`src/core/spa_pkg.sv`:
```
// Package for the sweep position address tracker.
// Assumes a 20 MHz system clock and a 32-bit classic Wishbone register bus.
`default_nettype none
package spa_pkg;

	// ------------------------------------------------------------
	// Widths and timing
	// ------------------------------------------------------------
	localparam int SPA_AW = 12;
	localparam int SPA_CLK_NS = 50;
	localparam int SPA_TICK_DIV = 40;
	localparam int SPA_SLOW_NS = 18000;
	localparam int SPA_FAST_NS = 1600;
	localparam int SPA_SLOW_CYC = (SPA_SLOW_NS + SPA_CLK_NS - 1) / SPA_CLK_NS;
	localparam int SPA_FAST_CYC = (SPA_FAST_NS + SPA_CLK_NS - 1) / SPA_CLK_NS;
	localparam logic [SPA_AW-1:0] SPA_ADDR_MAX = 12'hFFF;
	localparam logic [SPA_AW-1:0] SPA_ADDR_RST = 12'h000;

	// ------------------------------------------------------------
	// Register map (byte addresses)
	// ------------------------------------------------------------
	localparam logic [3:0] SPA_CTRL_OFS = 4'h0;
	localparam logic [3:0] SPA_STAT_OFS = 4'h4;
	localparam int SPA_CTRL_SRC_BIT = 0;
	localparam int SPA_CTRL_FAST_BIT = 1;
	localparam int SPA_CTRL_GAIN_LSB = 2;
	localparam int SPA_STAT_RTR_BIT = 12;
	localparam int SPA_STAT_ADV_BIT = 13;
	localparam logic [2:0] SPA_GAIN_MAX = 3'h4;
	localparam logic [2:0] SPA_GAIN_RST = 3'h1;

	// Synchronised input bit positions
	localparam int SPA_NIN = 6;
	localparam int SPA_IN_TUP = 0;
	localparam int SPA_IN_TDN = 1;
	localparam int SPA_IN_RUP = 2;
	localparam int SPA_IN_RDN = 3;
	localparam int SPA_IN_END = 4;
	localparam int SPA_IN_BOT = 5;

	// Software control fields
	typedef struct packed {
		logic [2:0] gain;
		logic fast;
		logic ext_src;
	} spa_ctrl_t;

	typedef enum logic {SPA_IDLE, SPA_HOLD} spa_tmr_t;
endpackage
`default_nettype wire

```
`src/core/spa_tracker.sv`:
```
// Sweep position address tracker: comparator-driven 12-bit tracking counter.
// Assumes analog comparators on asynchronous pins and a classic Wishbone master.
//
// Function
// - Address derives from the scope ramp or an external frequency-proportional sweep.
// - Comparator decisions latch on the 500 kHz tick; timer pulse clears them.
// - Timer sets least step interval: 18 us slow, 1.6 us fast.
// - Each latched result gives one up or down step toward the sweep.
// - An up step starts the timer, whose clear pulse resets the latch.
// - In retrace the trace counter loads and passes the retrace counter value.
// - Retrace ticks step the retrace counter to the held bottom level, then hold.
// - After retrace, normal comparator-driven tracking resumes.
// - Bottom comparator gives trace_began_pulse when the sweep leaves its bottom.
// - The trace_began_pulse clears the retrace latch.
// - sweep_advancing is high only during forward trace.
// - sweep_advancing is provided to the input boards.
// - Forward trace start makes the bottom sampler capture and hold.
// - External gain selectable to 0.5, 1, 2, 3 or 4.
// - Retrace asserts at sweep end and deasserts on trace_began_pulse.
//
// Design decisions made here: the address map and register access over Wishbone.
`timescale 1ns/1ps
`default_nettype none
module spa_tracker
	import spa_pkg::*;
(
	input wire logic clk_i,
	input wire logic rst_i,
	input wire logic wb_cyc_i,
	input wire logic wb_stb_i,
	input wire logic wb_we_i,
	input wire logic [3:0] wb_adr_i,
	input wire logic [3:0] wb_sel_i,
	input wire logic [31:0] wb_dat_i,
	output logic [31:0] wb_dat_o,
	output logic wb_ack_o,
	input wire logic trk_up_i,
	input wire logic trk_dn_i,
	input wire logic rtr_up_i,
	input wire logic rtr_dn_i,
	input wire logic sweep_end_i,
	input wire logic bottom_above_i,
	output logic [SPA_AW-1:0] dac_code_o,
	output logic ext_src_sel_o,
	output logic [2:0] ext_gain_o,
	output logic retrace_o,
	output logic trace_began_pulse_o,
	output logic sampler_track_o,
	output logic sweep_advancing_o
);

	// ------------------------------------------------------------
	// Input synchronisers
	// ------------------------------------------------------------
	logic [SPA_NIN-1:0] pin_raw;
	logic [SPA_NIN-1:0] s1_r, s2_r, s3_r, flt_r;
	logic [SPA_NIN-1:0] flt_nxt;

	assign pin_raw = {bottom_above_i, sweep_end_i, rtr_dn_i, rtr_up_i, trk_dn_i, trk_up_i};

	// A bit changes once the second and third stages agree
	genvar gi;
	generate
		for (gi = 0; gi < SPA_NIN; gi++) begin : g_sync
			always_comb begin
				flt_nxt[gi] = (s2_r[gi] == s3_r[gi]) ? s3_r[gi] : flt_r[gi];
			end
		end
	endgenerate

	// Synchroniser stages
	always_ff @(posedge clk_i) begin
		if (rst_i) begin
			s1_r <= '0;
			s2_r <= '0;
			s3_r <= '0;
			flt_r <= '0;
		end else begin
			s1_r <= pin_raw;
			s2_r <= s1_r;
			s3_r <= s2_r;
			flt_r <= flt_nxt;
		end
	end

	// ------------------------------------------------------------
	// Register bus
	// ------------------------------------------------------------
	spa_ctrl_t ctrl_r, ctrl_nxt;
	logic ack_r, ack_nxt;
	logic [31:0] rdat_r, rdat_nxt;
	logic [SPA_AW-1:0] dac_r, dac_nxt;
	logic retrace_r, retrace_nxt;
	logic adv_r, adv_nxt;
	logic bus_req;

	assign bus_req = wb_cyc_i & wb_stb_i & ~ack_r;

	// Decode, write control, build read data; unmapped reads zero
	always_comb begin
		ctrl_nxt = ctrl_r;
		rdat_nxt = rdat_r;
		ack_nxt = bus_req;
		if (bus_req && wb_we_i && wb_adr_i == SPA_CTRL_OFS && wb_sel_i[0]) begin
			ctrl_nxt.ext_src = wb_dat_i[SPA_CTRL_SRC_BIT];
			ctrl_nxt.fast = wb_dat_i[SPA_CTRL_FAST_BIT];
			// Codes above the largest gain clamp to it
			if (wb_dat_i[SPA_CTRL_GAIN_LSB +: 3] > SPA_GAIN_MAX) begin
				ctrl_nxt.gain = SPA_GAIN_MAX;
			end else begin
				ctrl_nxt.gain = wb_dat_i[SPA_CTRL_GAIN_LSB +: 3];
			end
		end
		if (bus_req && !wb_we_i) begin
			rdat_nxt = 32'h0000_0000;
			if (wb_adr_i == SPA_CTRL_OFS) begin
				rdat_nxt[SPA_CTRL_SRC_BIT] = ctrl_r.ext_src;
				rdat_nxt[SPA_CTRL_FAST_BIT] = ctrl_r.fast;
				rdat_nxt[SPA_CTRL_GAIN_LSB +: 3] = ctrl_r.gain;
			end else if (wb_adr_i == SPA_STAT_OFS) begin
				rdat_nxt[SPA_AW-1:0] = dac_r;
				rdat_nxt[SPA_STAT_RTR_BIT] = retrace_r;
				rdat_nxt[SPA_STAT_ADV_BIT] = adv_r;
			end
		end
	end

	// Bus registers
	always_ff @(posedge clk_i) begin
		if (rst_i) begin
			ctrl_r <= '{gain: SPA_GAIN_RST, fast: 1'h0, ext_src: 1'h0};
			ack_r <= 1'h0;
			rdat_r <= 32'h0000_0000;
		end else begin
			ctrl_r <= ctrl_nxt;
			ack_r <= ack_nxt;
			rdat_r <= rdat_nxt;
		end
	end

	// ------------------------------------------------------------
	// 500 kHz system tick and rate-limit timer
	// ------------------------------------------------------------
	logic [5:0] div_r, div_nxt;
	logic tick;
	spa_tmr_t tmr_st_r, tmr_st_nxt;
	logic [8:0] tmr_r, tmr_nxt;
	logic [1:0] latch_r, latch_nxt; // [1] down, [0] up
	logic step_up, step_dn, clr_pulse;

	assign tick = (div_r == 6'(SPA_TICK_DIV - 1));
	assign clr_pulse = (tmr_st_r == SPA_HOLD) && (tmr_r == 9'h000);
	assign step_up = latch_nxt[0] & ~latch_r[0];
	assign step_dn = latch_nxt[1] & ~latch_r[1];

	// Tick divider, step latches and interval timer
	always_comb begin
		div_nxt = tick ? 6'h00 : div_r + 6'h01;
		latch_nxt = latch_r;
		tmr_st_nxt = tmr_st_r;
		tmr_nxt = tmr_r;
		if (clr_pulse) begin
			latch_nxt = 2'h0;
		end else if (tick && !retrace_r && latch_r == 2'h0) begin
			if (flt_r[SPA_IN_TUP]) begin
				latch_nxt = 2'h1;
			end else if (flt_r[SPA_IN_TDN]) begin
				latch_nxt = 2'h2;
			end
		end
		case (tmr_st_r)
			SPA_IDLE: begin
				// Any step arms the timer, so downward steps obey the same pace
				if (step_up || step_dn) begin
					tmr_st_nxt = SPA_HOLD;
					tmr_nxt = ctrl_r.fast ? 9'(SPA_FAST_CYC - 2) : 9'(SPA_SLOW_CYC - 2);
				end
			end
			SPA_HOLD: begin
				if (tmr_r == 9'h000) begin
					tmr_st_nxt = SPA_IDLE;
				end else begin
					tmr_nxt = tmr_r - 9'h001;
				end
			end
			default: tmr_st_nxt = SPA_IDLE;
		endcase
	end

	// Timer registers
	always_ff @(posedge clk_i) begin
		if (rst_i) begin
			div_r <= 6'h00;
			latch_r <= 2'h0;
			tmr_st_r <= SPA_IDLE;
			tmr_r <= 9'h000;
		end else begin
			div_r <= div_nxt;
			latch_r <= latch_nxt;
			tmr_st_r <= tmr_st_nxt;
			tmr_r <= tmr_nxt;
		end
	end

	// ------------------------------------------------------------
	// Trace and retrace counters
	// ------------------------------------------------------------
	logic [SPA_AW-1:0] trc_r, trc_nxt, rtc_r, rtc_nxt;
	logic end_d_r, bot_d_r, began_r, began_nxt, samp_r, samp_nxt;
	logic began;

	assign began = retrace_r & flt_r[SPA_IN_BOT] & ~bot_d_r;

	// Counting, retrace latch, forward-trace indication
	always_comb begin
		trc_nxt = trc_r;
		rtc_nxt = rtc_r;
		retrace_nxt = retrace_r;
		if (retrace_r) begin
			trc_nxt = rtc_r;
			if (tick && flt_r[SPA_IN_RDN] && rtc_r != SPA_ADDR_RST) begin
				rtc_nxt = rtc_r - 12'h001;
			end else if (tick && flt_r[SPA_IN_RUP] && rtc_r != SPA_ADDR_MAX) begin
				rtc_nxt = rtc_r + 12'h001;
			end
		end else begin
			rtc_nxt = trc_r;
			if (step_up && trc_r != SPA_ADDR_MAX) begin
				trc_nxt = trc_r + 12'h001;
			end else if (step_dn && trc_r != SPA_ADDR_RST) begin
				trc_nxt = trc_r - 12'h001;
			end
		end
		if (began) begin
			retrace_nxt = 1'h0;
		end else if (flt_r[SPA_IN_END] && !end_d_r) begin
			retrace_nxt = 1'h1;
		end
		dac_nxt = retrace_nxt ? rtc_nxt : trc_nxt;
		began_nxt = began;
		samp_nxt = retrace_nxt & ~flt_r[SPA_IN_BOT];
		adv_nxt = ~retrace_nxt & flt_r[SPA_IN_BOT];
	end

	// Counter registers
	always_ff @(posedge clk_i) begin
		if (rst_i) begin
			trc_r <= SPA_ADDR_RST;
			rtc_r <= SPA_ADDR_RST;
			dac_r <= SPA_ADDR_RST;
			retrace_r <= 1'h0;
			end_d_r <= 1'h0;
			bot_d_r <= 1'h0;
			began_r <= 1'h0;
			samp_r <= 1'h0;
			adv_r <= 1'h0;
		end else begin
			trc_r <= trc_nxt;
			rtc_r <= rtc_nxt;
			dac_r <= dac_nxt;
			retrace_r <= retrace_nxt;
			end_d_r <= flt_r[SPA_IN_END];
			bot_d_r <= flt_r[SPA_IN_BOT];
			began_r <= began_nxt;
			samp_r <= samp_nxt;
			adv_r <= adv_nxt;
		end
	end

	// Outputs, all straight from flops
	assign wb_dat_o = rdat_r;
	assign wb_ack_o = ack_r;
	assign dac_code_o = dac_r;
	assign ext_src_sel_o = ctrl_r.ext_src;
	assign ext_gain_o = ctrl_r.gain;
	assign retrace_o = retrace_r;
	assign trace_began_pulse_o = began_r;
	assign sampler_track_o = samp_r;
	assign sweep_advancing_o = adv_r;
endmodule
`default_nettype wire

```
`config.mk`:
```
export PLATFORM = sky130hd
export DESIGN_NAME = spa_tracker
export DESIGN_NICKNAME = d
export VERILOG_FILES = /design/src/core/spa_pkg.sv /design/src/core/spa_tracker.sv
export SDC_FILE = /design/constraint.sdc
export NUM_CORES = 1
export LEC_CHECK = 0
export ABC_AREA = 1
export BUFFER_PORTS_ARGS = -buffer_cell sky130_fd_sc_hd__buf_4
export CORE_ASPECT_RATIO = 0.7
export CORE_UTILIZATION = 60
export CTS_CLUSTER_SIZE = 30
export DETAILED_ROUTE_END_ITERATION = 8
export PLACE_DENSITY = 0.85
export SYNTH_ARGS = -nofsm -noshare
export SYNTH_HDL_FRONTEND = slang
export SYNTH_SLANG_ARGS = --single-unit
export TNS_END_PERCENT = 30
```
`constraint.sdc`:
```
create_clock -name clk_i -period 3.1 [get_ports clk_i]
set_clock_uncertainty 0.15 [all_clocks]
set_input_delay 0.62 -clock clk_i [delete_from_list [all_inputs] [get_ports clk_i]]
set_output_delay 0.62 -clock clk_i [all_outputs]
set_load 0.02 [all_outputs]
```
==> results of run 1 <==
-- cell usage in the layout (no fill, tap or decap), drive strengths merged --
cell type and instances:
o211ai 3, nor4 1, o21ai 27, nor3b 1, inv 91, a22oi 9
clkinv 3, a221o 1, xor2 16, nand4 11, a21oi 32, or2 2
clkinvlp 1, conb 18, dfxtp 104, o31ai 2, nor3 25, clkbuf 10
nand3b 2, a211oi 4, and2 1, ha 9, xnor2 3, and3 1
nand3 71, nor2 117, buf 62, nand2 212, a31oi 7, a2111oi 1
-- sequential cells by signal, indices dropped and copies added, names as in the netlist, 2 cells and up --
register,count
dac_code_o,12
tmr_r,9
wb_dat_o,14
trc_r,12
rtc_r,12
div_r,6
s2_r,6
s1_r,6
flt_r,6
s3_r,6
latch_r,2
ext_gain_o,3
-- stage by stage --
stage / utilization [%] / area (sq um)
after floorplan: - / 5623
after global placement: 67.89 / 5922
after detailed placement: 67.89 / 5922
after CTS: 71.33 / 6222
after global routing: 71.33 / 6222
final: 71.33 / 6222
-- worst max path at each step --
stage | endpoint | startpoint
after floorplan | dac_code_o[4] | rtc_r[0]
after global placement | wb_dat_o[2] | wb_cyc_i
after detailed placement | wb_dat_o[0] | wb_cyc_i
after CTS | rtc_r[1] | div_r[0]
after global routing | dac_code_o[1] | div_r[0]
final | rtc_r[1] | div_r[0]
-- routing by layer --
metal	share of wire (%)	up-vias	wire (um)	global-route usage (%)
met2	44	218	5781	43.73
met4	2.5	0	328	9.747
met1	47	2404	6079	38.29
li1	-	2600	-	-
met5	0	-	0	0
met3	6.6	35	863	7.080
-- cells by family (layout without fill, tap and decap cells) --
group | count (synthesis) | in the layout | synth area share, %
other | 1 | 18 | 0.06746
adders and majority gates | 9 | 9 | 2.026
and+or+nand+nor | 444 | 444 | 36.17
DFF | 104 | 104 | 37.45
xor gates and xnor gates | 19 | 19 | 2.993
buffers and inverters | 138 | 167 | 11.75
AOI/OAI and AO/OA | 86 | 86 | 9.543
-- critical path: cells and delay by family, from the launching register on --
kind / cells / cell delay, ns
AND/OR/NAND/NOR: 7 / 1.17
adder cells (fa/ha/maj): 1 / 0.20
flip-flops: 1 / 0.38
AO/OA/AOI/OAI: 1 / 0.09
buffers and inverters: 2 / 0.38
-- final cells by class --
class	count	area, sq um
inverters	89	336.6
fillers	715	2501
flip-flops and latches	104	2082
clock buffers	10	239.0
repair buffers	62	465.4
well taps	120	150.1
multi-input cells	576	2888
clock inverters	6	61.31
-- where the power goes --
group | switching (W) | total, W | internal (W)
Sequential | 0.00000805 | 0.00136 | 0.00135
Clock | 0.000528 | 0.00111 | 0.000586
Combinational | 0.0000690 | 0.000101 | 0.0000318
Total | 0.000605 | 0.00257 | 0.00197
==> run metrics, run 1 <==
largest net degree at the start of global routing 55; most used cell, CP nand2_1; Startpoint Class flop; r2r worst-path depth 11; Place WS 0.5606 ns; Total GRT Usage 28.21%; CP Capture Type flop; I/O Pins 104; pwr dens 413.4 mW/mm^2; Area Growth Syn to Fin 11.93%; worst hold slack between 0.2 and 0.3 ns; initial DRC count 476; post-DR wirelength/cell roughly 13 um; core outline area 0.008723 sq mm; worst reg2reg endpoint rtc_r[1]; global route overflow 0; Final period util 79.92%; Chip Height 82.54 um; max incr delay on CP about 0.38 ns; CP arrival roughly 2.6 ns; via count 5257; status complete, no violations; synthesized cell area between 0.005 and 0.006 sq mm; clk slew on worst S/H paths 0.07 ns; maximum fanout along the worst path 14; Post-synth EDFFs 0; Post-Syn Instances 801; Rows 28; DRC 0; Hold Path Cell Cnt 2; Non-Filler Instances 967; DP HPWL 9.681 mm; DIE WIDTH about 120 um; async set-reset flop share out of synthesis 0%; final setup TNS 0 ns; max_cap viols 0; Vias/cell about 5.4; root buffer cell clkbuf_16; slew margin rel. roughly two fifths; # placed instances roughly 950; Mapped Avg Cell Area 6.940 sq um; slowest CP cell dfxtp_1; Hold Crit Start s1_r[5]; total power 0.002572 W; n_diodes 0; Worst VDD drop 387.9 uV; RD Place Congestion 0.9153; top cell type by total area after synthesis dfxtp_1; H-tree depth 3; clock insertion delay at the later pin of the skew report 0.35 ns; Final Worst Setup Slack 0.6225 ns; DRT Wirelength 13.05 mm; leakage 2.780 nW; Yosys top cell area share between 30% and 40%; Initial DRT Pass Iterations 6; max-slew violations 0; TritonCTS clock tree done; die area 0.009660 sq mm; Clock Path Buffers 2; post-cts repair resize count 0; Final Hold Viols 0; CP Data Required Time between 3 and 4 ns; critical path class flop to flop; critical path cell sequence ha_1 > nand2_1 > nor2_4 > inv_1 > nor2_1 > nand2_1 > inv_2 > nand2_1 > nand3_1 > o21ai_1 > and2_1; layout cells sized above 1 15.58%; # nets final 902; initial antenna violation count 0; flop and latch count out of synthesis 104; cts hold-fix bufs 0; Post-synth top cells 209 x nand2_1, 113 x nor2_1, 104 x dfxtp_1; initial core utilization between 60% and 70%; Synth area leaders dfxtp_1 37%, nand2_1 14%, nor2_1 7.6%; IO Port Bufs 55; number of global-route vias before repair 4503; first-pass GRT wire length 20.91 mm; post-CTS setup buffer count 0; Num CTS Buffers 9; most numerous cell in the Yosys netlist nand2_1; register area share after synthesis roughly 37%; Hold Path Class flop to flop; f_max 403.6 MHz; ys flop type dfxtp_1; unrepaired setup endpoints after global routing no; ANT nets after route 0; endpoints failing setup 0; clock sinks 104; Tmin final 2.477 ns; Worst R2R Start div_r[0]; Synth warnings 0; Slew @ Worst Pin 0.9038 ns; flop2flop setup slack 0.62 ns; Yosys cell types 48; Worst Hold Endpoint s2_r[5]
(Power assumes the default switching activity.)
==> run 2, diff against run 1 <==
ABC_AREA = 0   (was 1)
CORE_UTILIZATION = 50   (was 60)
PLACE_DENSITY = 0.77   (was 0.85)
clock period = 2.14 ns   (was 3.1 ns; I/O delays follow)
==> run metrics, run 2 <==
status finished, violations left; failing checks setup timing; Initial DRT Pass Iterations 7 (+1); Yosys cell types 68 (+42%); Post-synth EDFFs 0 (unchanged); Vias/cell 5.645 (+3.8%); H-tree depth 3 (unchanged); endpoints failing setup 34 (+34); die area 0.01071 sq mm (+11%); flop2flop setup slack -0.38 ns (-1.00 ns); clk slew on worst S/H paths 0.08 ns (about the same); Area Growth Syn to Fin 36.35%; first-pass GRT wire length 22.47 mm (+7.5%); design area 0.007020 sq mm (+13%); metal2 WL 6.273 mm (+8.5%); register area share after synthesis 40.44% (+3.0 points); global route overflow 0 (unchanged); Post-synth top cells 104 x dfxtp_1, 84 x nor2_1, 47 x nand2_1; Num CTS Buffers 9 (unchanged); most frequent cells in the layout 164 x buf_4, 92 x dfxtp_1, 82 x nor2_1; DRT Wirelength 14.23 mm (+9.0%); Startpoint Class flop; n_diodes 0 (unchanged); root buffer cell clkbuf_16; unrepaired setup endpoints after global routing yes; Worst VDD drop 350.1 uV (-9.7%); max_cap viols 0 (unchanged); clock insertion delay at the later pin of the skew report 0.35 ns (about the same); number of global-route vias before repair 4680 (+3.9%); slew margin rel. 63.85% (+25 points); post-DR wirelength/cell 16.04 um (+19%); largest net degree at the start of global routing 48 (-13%); Post-Syn Instances 615 (-23%); IO Port Bufs 55 (unchanged); initial DRC count 407 (-14%); # nets final 814 (-9.8%); async set-reset flop share out of synthesis 0% (unchanged); core outline area 0.009834 sq mm (+13%); top cell type by total area after synthesis dfxtp_1; Slew @ Worst Pin 0.5423 ns (-0.3615 ns); TritonCTS clock tree done; pwr dens 531.2 mW/mm^2 (+28%); top layer in use met4; commonest non-fill, non-tap cell in the layout buf_4; ys flop type dfxtp_1; Synth area leaders dfxtp_1 40%, nor2_1 6.1%, a21oi_1 3.6%; Final Hold Viols 0 (unchanged); initial antenna violation count 0 (unchanged); Yosys top cell area share 40.44% (+3.0 points); CP Capture Type flop; Clock Path Buffers 2 (unchanged); placed inst area 0.006426 sq mm (+8.5%); most numerous cell in the Yosys netlist dfxtp_1; maximum fanout along the worst path 4 (-10); Final period util 117.8% (+38 points); flop and latch count out of synthesis 104 (unchanged); synthesized cell area 0.005149 sq mm (-7.4%); cts hold-fix bufs 0 (unchanged); leakage 2.863 nW (+3.0%); ANT nets after route 0 (unchanged); clock sinks 104 (unchanged); CP Data Required Time 2.21 ns (-0.98 ns); final setup TNS -6.802 ns (-6.802 ns); Tmin final 2.521 ns (+0.04329 ns); Synth warnings 0 (unchanged); Chip Height 86.90 um (+5.3%); I/O Pins 104 (unchanged); DIE WIDTH 123.3 um (+5.3%); Final Worst Setup Slack -0.3808 ns (-1.003 ns); initial core utilization 52.35% (-11 points); DP HPWL 10.22 mm (+5.6%); CP arrival 2.59 ns (+0.02 ns); max reg flops 14 (unchanged); DRC 0 (unchanged); critical path class flop to flop; Place WS -0.4311 ns (-0.9917 ns); RD Place Congestion 0.9515 (+4.0%); Rows 30 (+7.1%); max-slew violations 0 (unchanged); via count 5007 (-4.8%); Mapped Avg Cell Area 8.372 sq um (+21%); layout cells sized above 1 35.44% (+20 points); Total GRT Usage 27.39% (-0.81 points); f_max 396.7 MHz (-1.7%); wl on met1 6.391 mm (+5.1%); met3 WL 1.243 mm (+44%); Hold Path Class primary input to flop
run 2: cell types whose count changed in the layout (fill, tap and decap cells not counted), sizes merged, moves of 25 or more:
cell	previous run	this run
buf	62	169
nand3	71	14
nor2	117	84
nand2	212	47
inv	91	22
nor2b	0	25
run 2: power by group:
part | leakage, nW | switching (W) | internal [W]
clock | 0.141 | 0.000761 | 0.000838
sequential | 0.847 | 0.0000125 | 0.00195
combinational | 1.87 | 0.0000993 | 0.0000637
total | 2.86 | 0.000873 | 0.00286
run 2: repair_timing:
| action | 4_1_cts | 5_1_grt |
|---|---|---|
| setup buffers | 8 | 1 |
| pin swaps | 18 | 14 |
| resized for setup | 27 | 24 |
| endpoints found under the hold margin | 0 | 0 |
| setup endpoints to repair | 37 | 41 |
| gates cloned | 0 | 0 |
run 2: path summary, 6_finish.rpt:
path | startpoint | endpoint | depth (start not counted)
max | trc_r[0] | trc_r[10] | 10
min | rtr_up_i | s1_r[2] | 2
max reg2reg | trc_r[0] | trc_r[10] | 10
min reg2reg | bot_d_r | trace_began_pulse_o | 1
run 2: worst max-delay path, cell delays in order, from the launching register on:
cell,delay [ns]
dfxtp_2,0.33
inv_2,0.07
ha_4,0.13
or4b_1,0.43
or3_4,0.37
nand4_1,0.23
buf_4,0.16
nor4_2,0.03
or3_1,0.32
nand3_2,0.09
a21oi_1,0.06
run 2: layout make-up:
class                           instances  area [sq um]
Multi-Input combinational cell        450          3109
Fill cell                             751          2814
Sequential cell                       104          2100
Timing Repair Buffer                  169          1287
Clock buffer                           10         239.0
Tap cell                              128         160.2
Inverter                               20         75.07
Clock inverter                          6         50.05
run 2: cells by family (layout without fill, tap and decap cells):
family	count (synthesis)	count (layout)	synth area share, %
xor+xnor	24	24	4.083
compound gates	122	122	15.99
mux	17	17	3.426
flops	104	104	40.44
other cells	1	18	0.07283
fa+ha+maj	9	9	2.187
buf+inv	78	205	7.339
simple gates	260	260	26.46
run 2: per-layer routing:
layer	vias up	global-route usage, %
li1	2408	-
met1	2327	36.57
met2	237	41.95
met3	35	7.134
met4	0	11.50
met5	-	0
run 2: metrics by stage:
stage	hold WS [ns]	instances	total power [W]	utilization, %
after floorplan	0.2472	632	0.002135	-
after global placement	0.2615	862	0.002166	65.34
after detailed placement	0.2791	862	0.002172	65.34
after CTS	0.1292	886	0.003766	70.17
after global routing	0.1297	887	0.003877	71.39
final	0.1365	887	0.003729	71.39
==> run 3, diff against run 2 <==
==> constraint.sdc (replaced) <==
create_clock -name clk_i -period 2.14 [get_ports clk_i]
set_clock_uncertainty 0.15 [all_clocks]
set_input_delay 0 -clock clk_i [delete_from_list [all_inputs] [get_ports clk_i]]
set_output_delay 0 -clock clk_i [all_outputs]
set_load 0.02 [all_outputs]
==> run metrics, run 3 (synthesis gave the netlist of run 2 again) <==
flop2flop setup slack -0.33 ns (+0.05 ns); layout cells sized above 1 37.31% (+1.9 points); Tmin final 2.473 ns (-0.04756 ns); H-tree depth 3 (unchanged); commonest non-fill, non-tap cell in the layout buf_4; RD Place Congestion 1.009 (+6.0%); I/O Pins 104 (unchanged); Num CTS Buffers 9 (unchanged); via count 5358 (+7.0%); clock insertion delay at the later pin of the skew report 0.35 ns (about the same); clock sinks 104 (unchanged); Total GRT Usage 29.16% (+1.8 points); DRC 0 (unchanged); IO Port Bufs 55 (unchanged); Psw 0.0008946 W (+2.5%); # nets final 859 (+5.5%); most frequent cells in the layout 174 x buf_4, 89 x dfxtp_1, 80 x nor2_1; Rows 30 (unchanged); Chip Height 86.90 um (unchanged); wl on met1 7.093 mm (+11%); unrepaired setup endpoints after global routing yes; slew margin rel. 42.99% (-21 points); clk slew on worst S/H paths 0.08 ns (about the same); Area Growth Syn to Fin 47.17%; switch share 23.13% (-0.27 points); Logic pwr share 5.4% (+1.0 points); Final Hold Viols 0 (unchanged); initial DRC count 489 (+20%); Hold Path Cell Cnt 4 (+2); first-pass GRT wire length 23.92 mm (+6.4%); TritonCTS clock tree done; endpoints failing setup 35 (+2.9%); failing checks setup timing; core outline area 0.009834 sq mm (unchanged); pwr dens 510.4 mW/mm^2 (-3.9%); Final period util 115.6% (-2.2 points); sequential share of power 50.9% (-1.9 points); Final Worst Setup Slack -0.3332 ns (+0.04756 ns); Clock Path Buffers 2 (unchanged); DP HPWL 10.60 mm (+3.7%); die area 0.01071 sq mm (unchanged); CP Capture Type flop; initial core utilization 52.35% (unchanged); max reg flops 14 (unchanged); global route overflow 0 (unchanged); root buffer cell clkbuf_16; f_max 404.3 MHz (+1.9%); design area 0.007577 sq mm (+7.9%); final core utilization 77.05% (+5.7 points); leakage 3.142 nW (+9.7%); top layer in use met4; initial antenna violation count 0 (unchanged); maximum fanout along the worst path 5 (+1); post-DR wirelength/cell 17.04 um (+6.2%); internal power 0.002973 W (+4.1%); max_cap viols 0 (unchanged); DIE WIDTH 123.3 um (unchanged); Clock Power Share 43.8% (+0.9 points); r2r worst-path depth 9 (-1); largest net degree at the start of global routing 39 (-19%); Startpoint Class flop; number of global-route vias before repair 4869 (+4.0%); Initial DRT Pass Iterations 6 (-1); CP Data Required Time 2.21 ns (about the same); placed inst area 0.006509 sq mm (+1.3%); Vias/cell 5.749 (+1.8%); met3 WL 1.420 mm (+14%); CP arrival 2.54 ns (-0.05 ns); DRT Wirelength 15.88 mm (+12%); max-slew violations 0 (unchanged); status finished, violations left; metal2 WL 7.031 mm (+12%); Hold Path Class primary input to flop; Slew @ Worst Pin 0.8523 ns (+0.3100 ns); Worst VDD drop 532.0 uV (+52%); n_diodes 0 (unchanged); critical path class flop to flop; ANT nets after route 0 (unchanged)
## run 3: cell count changes in the layout (fill, tap and decap cells not counted), moves of 6 or more
| cell | previous run | this run |
|---|---|---|
| a211oi_1 | 7 | 1 |
| a211oi_2 | 2 | 8 |
| buf_4 | 164 | 174 |
| dlygate4sd3_1 | 0 | 31 |
## run 3: stage by stage
stage               TNS [ns]  total power, W  cells  worst slack [ns]  hold WS (ns)
floorplan             -1.795        0.002135    632           -0.2635      -0.02182
global placement      -5.501        0.002166    873           -0.2893       0.06102
detailed placement    -6.582        0.002170    873           -0.3669       0.06410
CTS                   -4.308        0.003869    925           -0.3026      -0.06702
global route          -9.679        0.003979    932           -0.4557       0.05499
finish                -5.645        0.003868    932           -0.3332       0.01407
## run 3: what timing repair did
item / in CTS / in global routing
resized for setup: 40 / 39
setup endpoints to repair: 38 / 48
setup buffers: 7 / 6
hold buffers: 29 / 3
pin swaps: 28 / 24
endpoints found under the hold margin: 32 / 9
## run 3: final cells by class
cell class / instances / area, sq um
Clock inverter: 6 / 72.57
Inverter: 20 / 77.57
Fill cell: 683 / 2257
Clock buffer: 10 / 229.0
Multi-Input combinational cell: 450 / 3216
Sequential cell: 104 / 2103
Tap cell: 128 / 160.2
Timing Repair Buffer: 214 / 1719
## run 3: metal layers
layer | global-route usage [%] | up-vias
met5 | 0 | -
met4 | 8.653 | 0
met3 | 6.872 | 30
met2 | 45.45 | 279
met1 | 40.10 | 2543
li1 | - | 2506
## run 3: power groups by stage
stage / logic, W / registers, W / clock network [W]
2_1_floorplan: 0.000121 / 0.00201 / 0
5_1_grt: 0.000226 / 0.00197 / 0.00178
3_3_place_gp: 0.000155 / 0.00201 / 0
4_1_cts: 0.000193 / 0.00197 / 0.00171
3_5_place_dp: 0.000158 / 0.00201 / 0
6_report: 0.000209 / 0.00197 / 0.00169
## run 3: worst max-delay path: stages, from the launching register on
cell and delay (ns):
dfxtp_2 0.33, inv_2 0.07, ha_4 0.13, or4b_4 0.45, or3_4 0.38, nand3_4 0.10, o31a_1 0.17, mux2_4 0.31
a221oi_2 0.18, nor2_1 0.07
## run 3: path summary, 6_finish.rpt
| kind | end | startpoint |
|---|---|---|
| hold reg to reg | s2_r[1] | s1_r[1] |
| setup reg to reg | dac_code_o[7] | trc_r[1] |
| hold / removal | dac_code_o[6] | rst_i |
| setup / recovery | dac_code_o[7] | trc_r[1] |
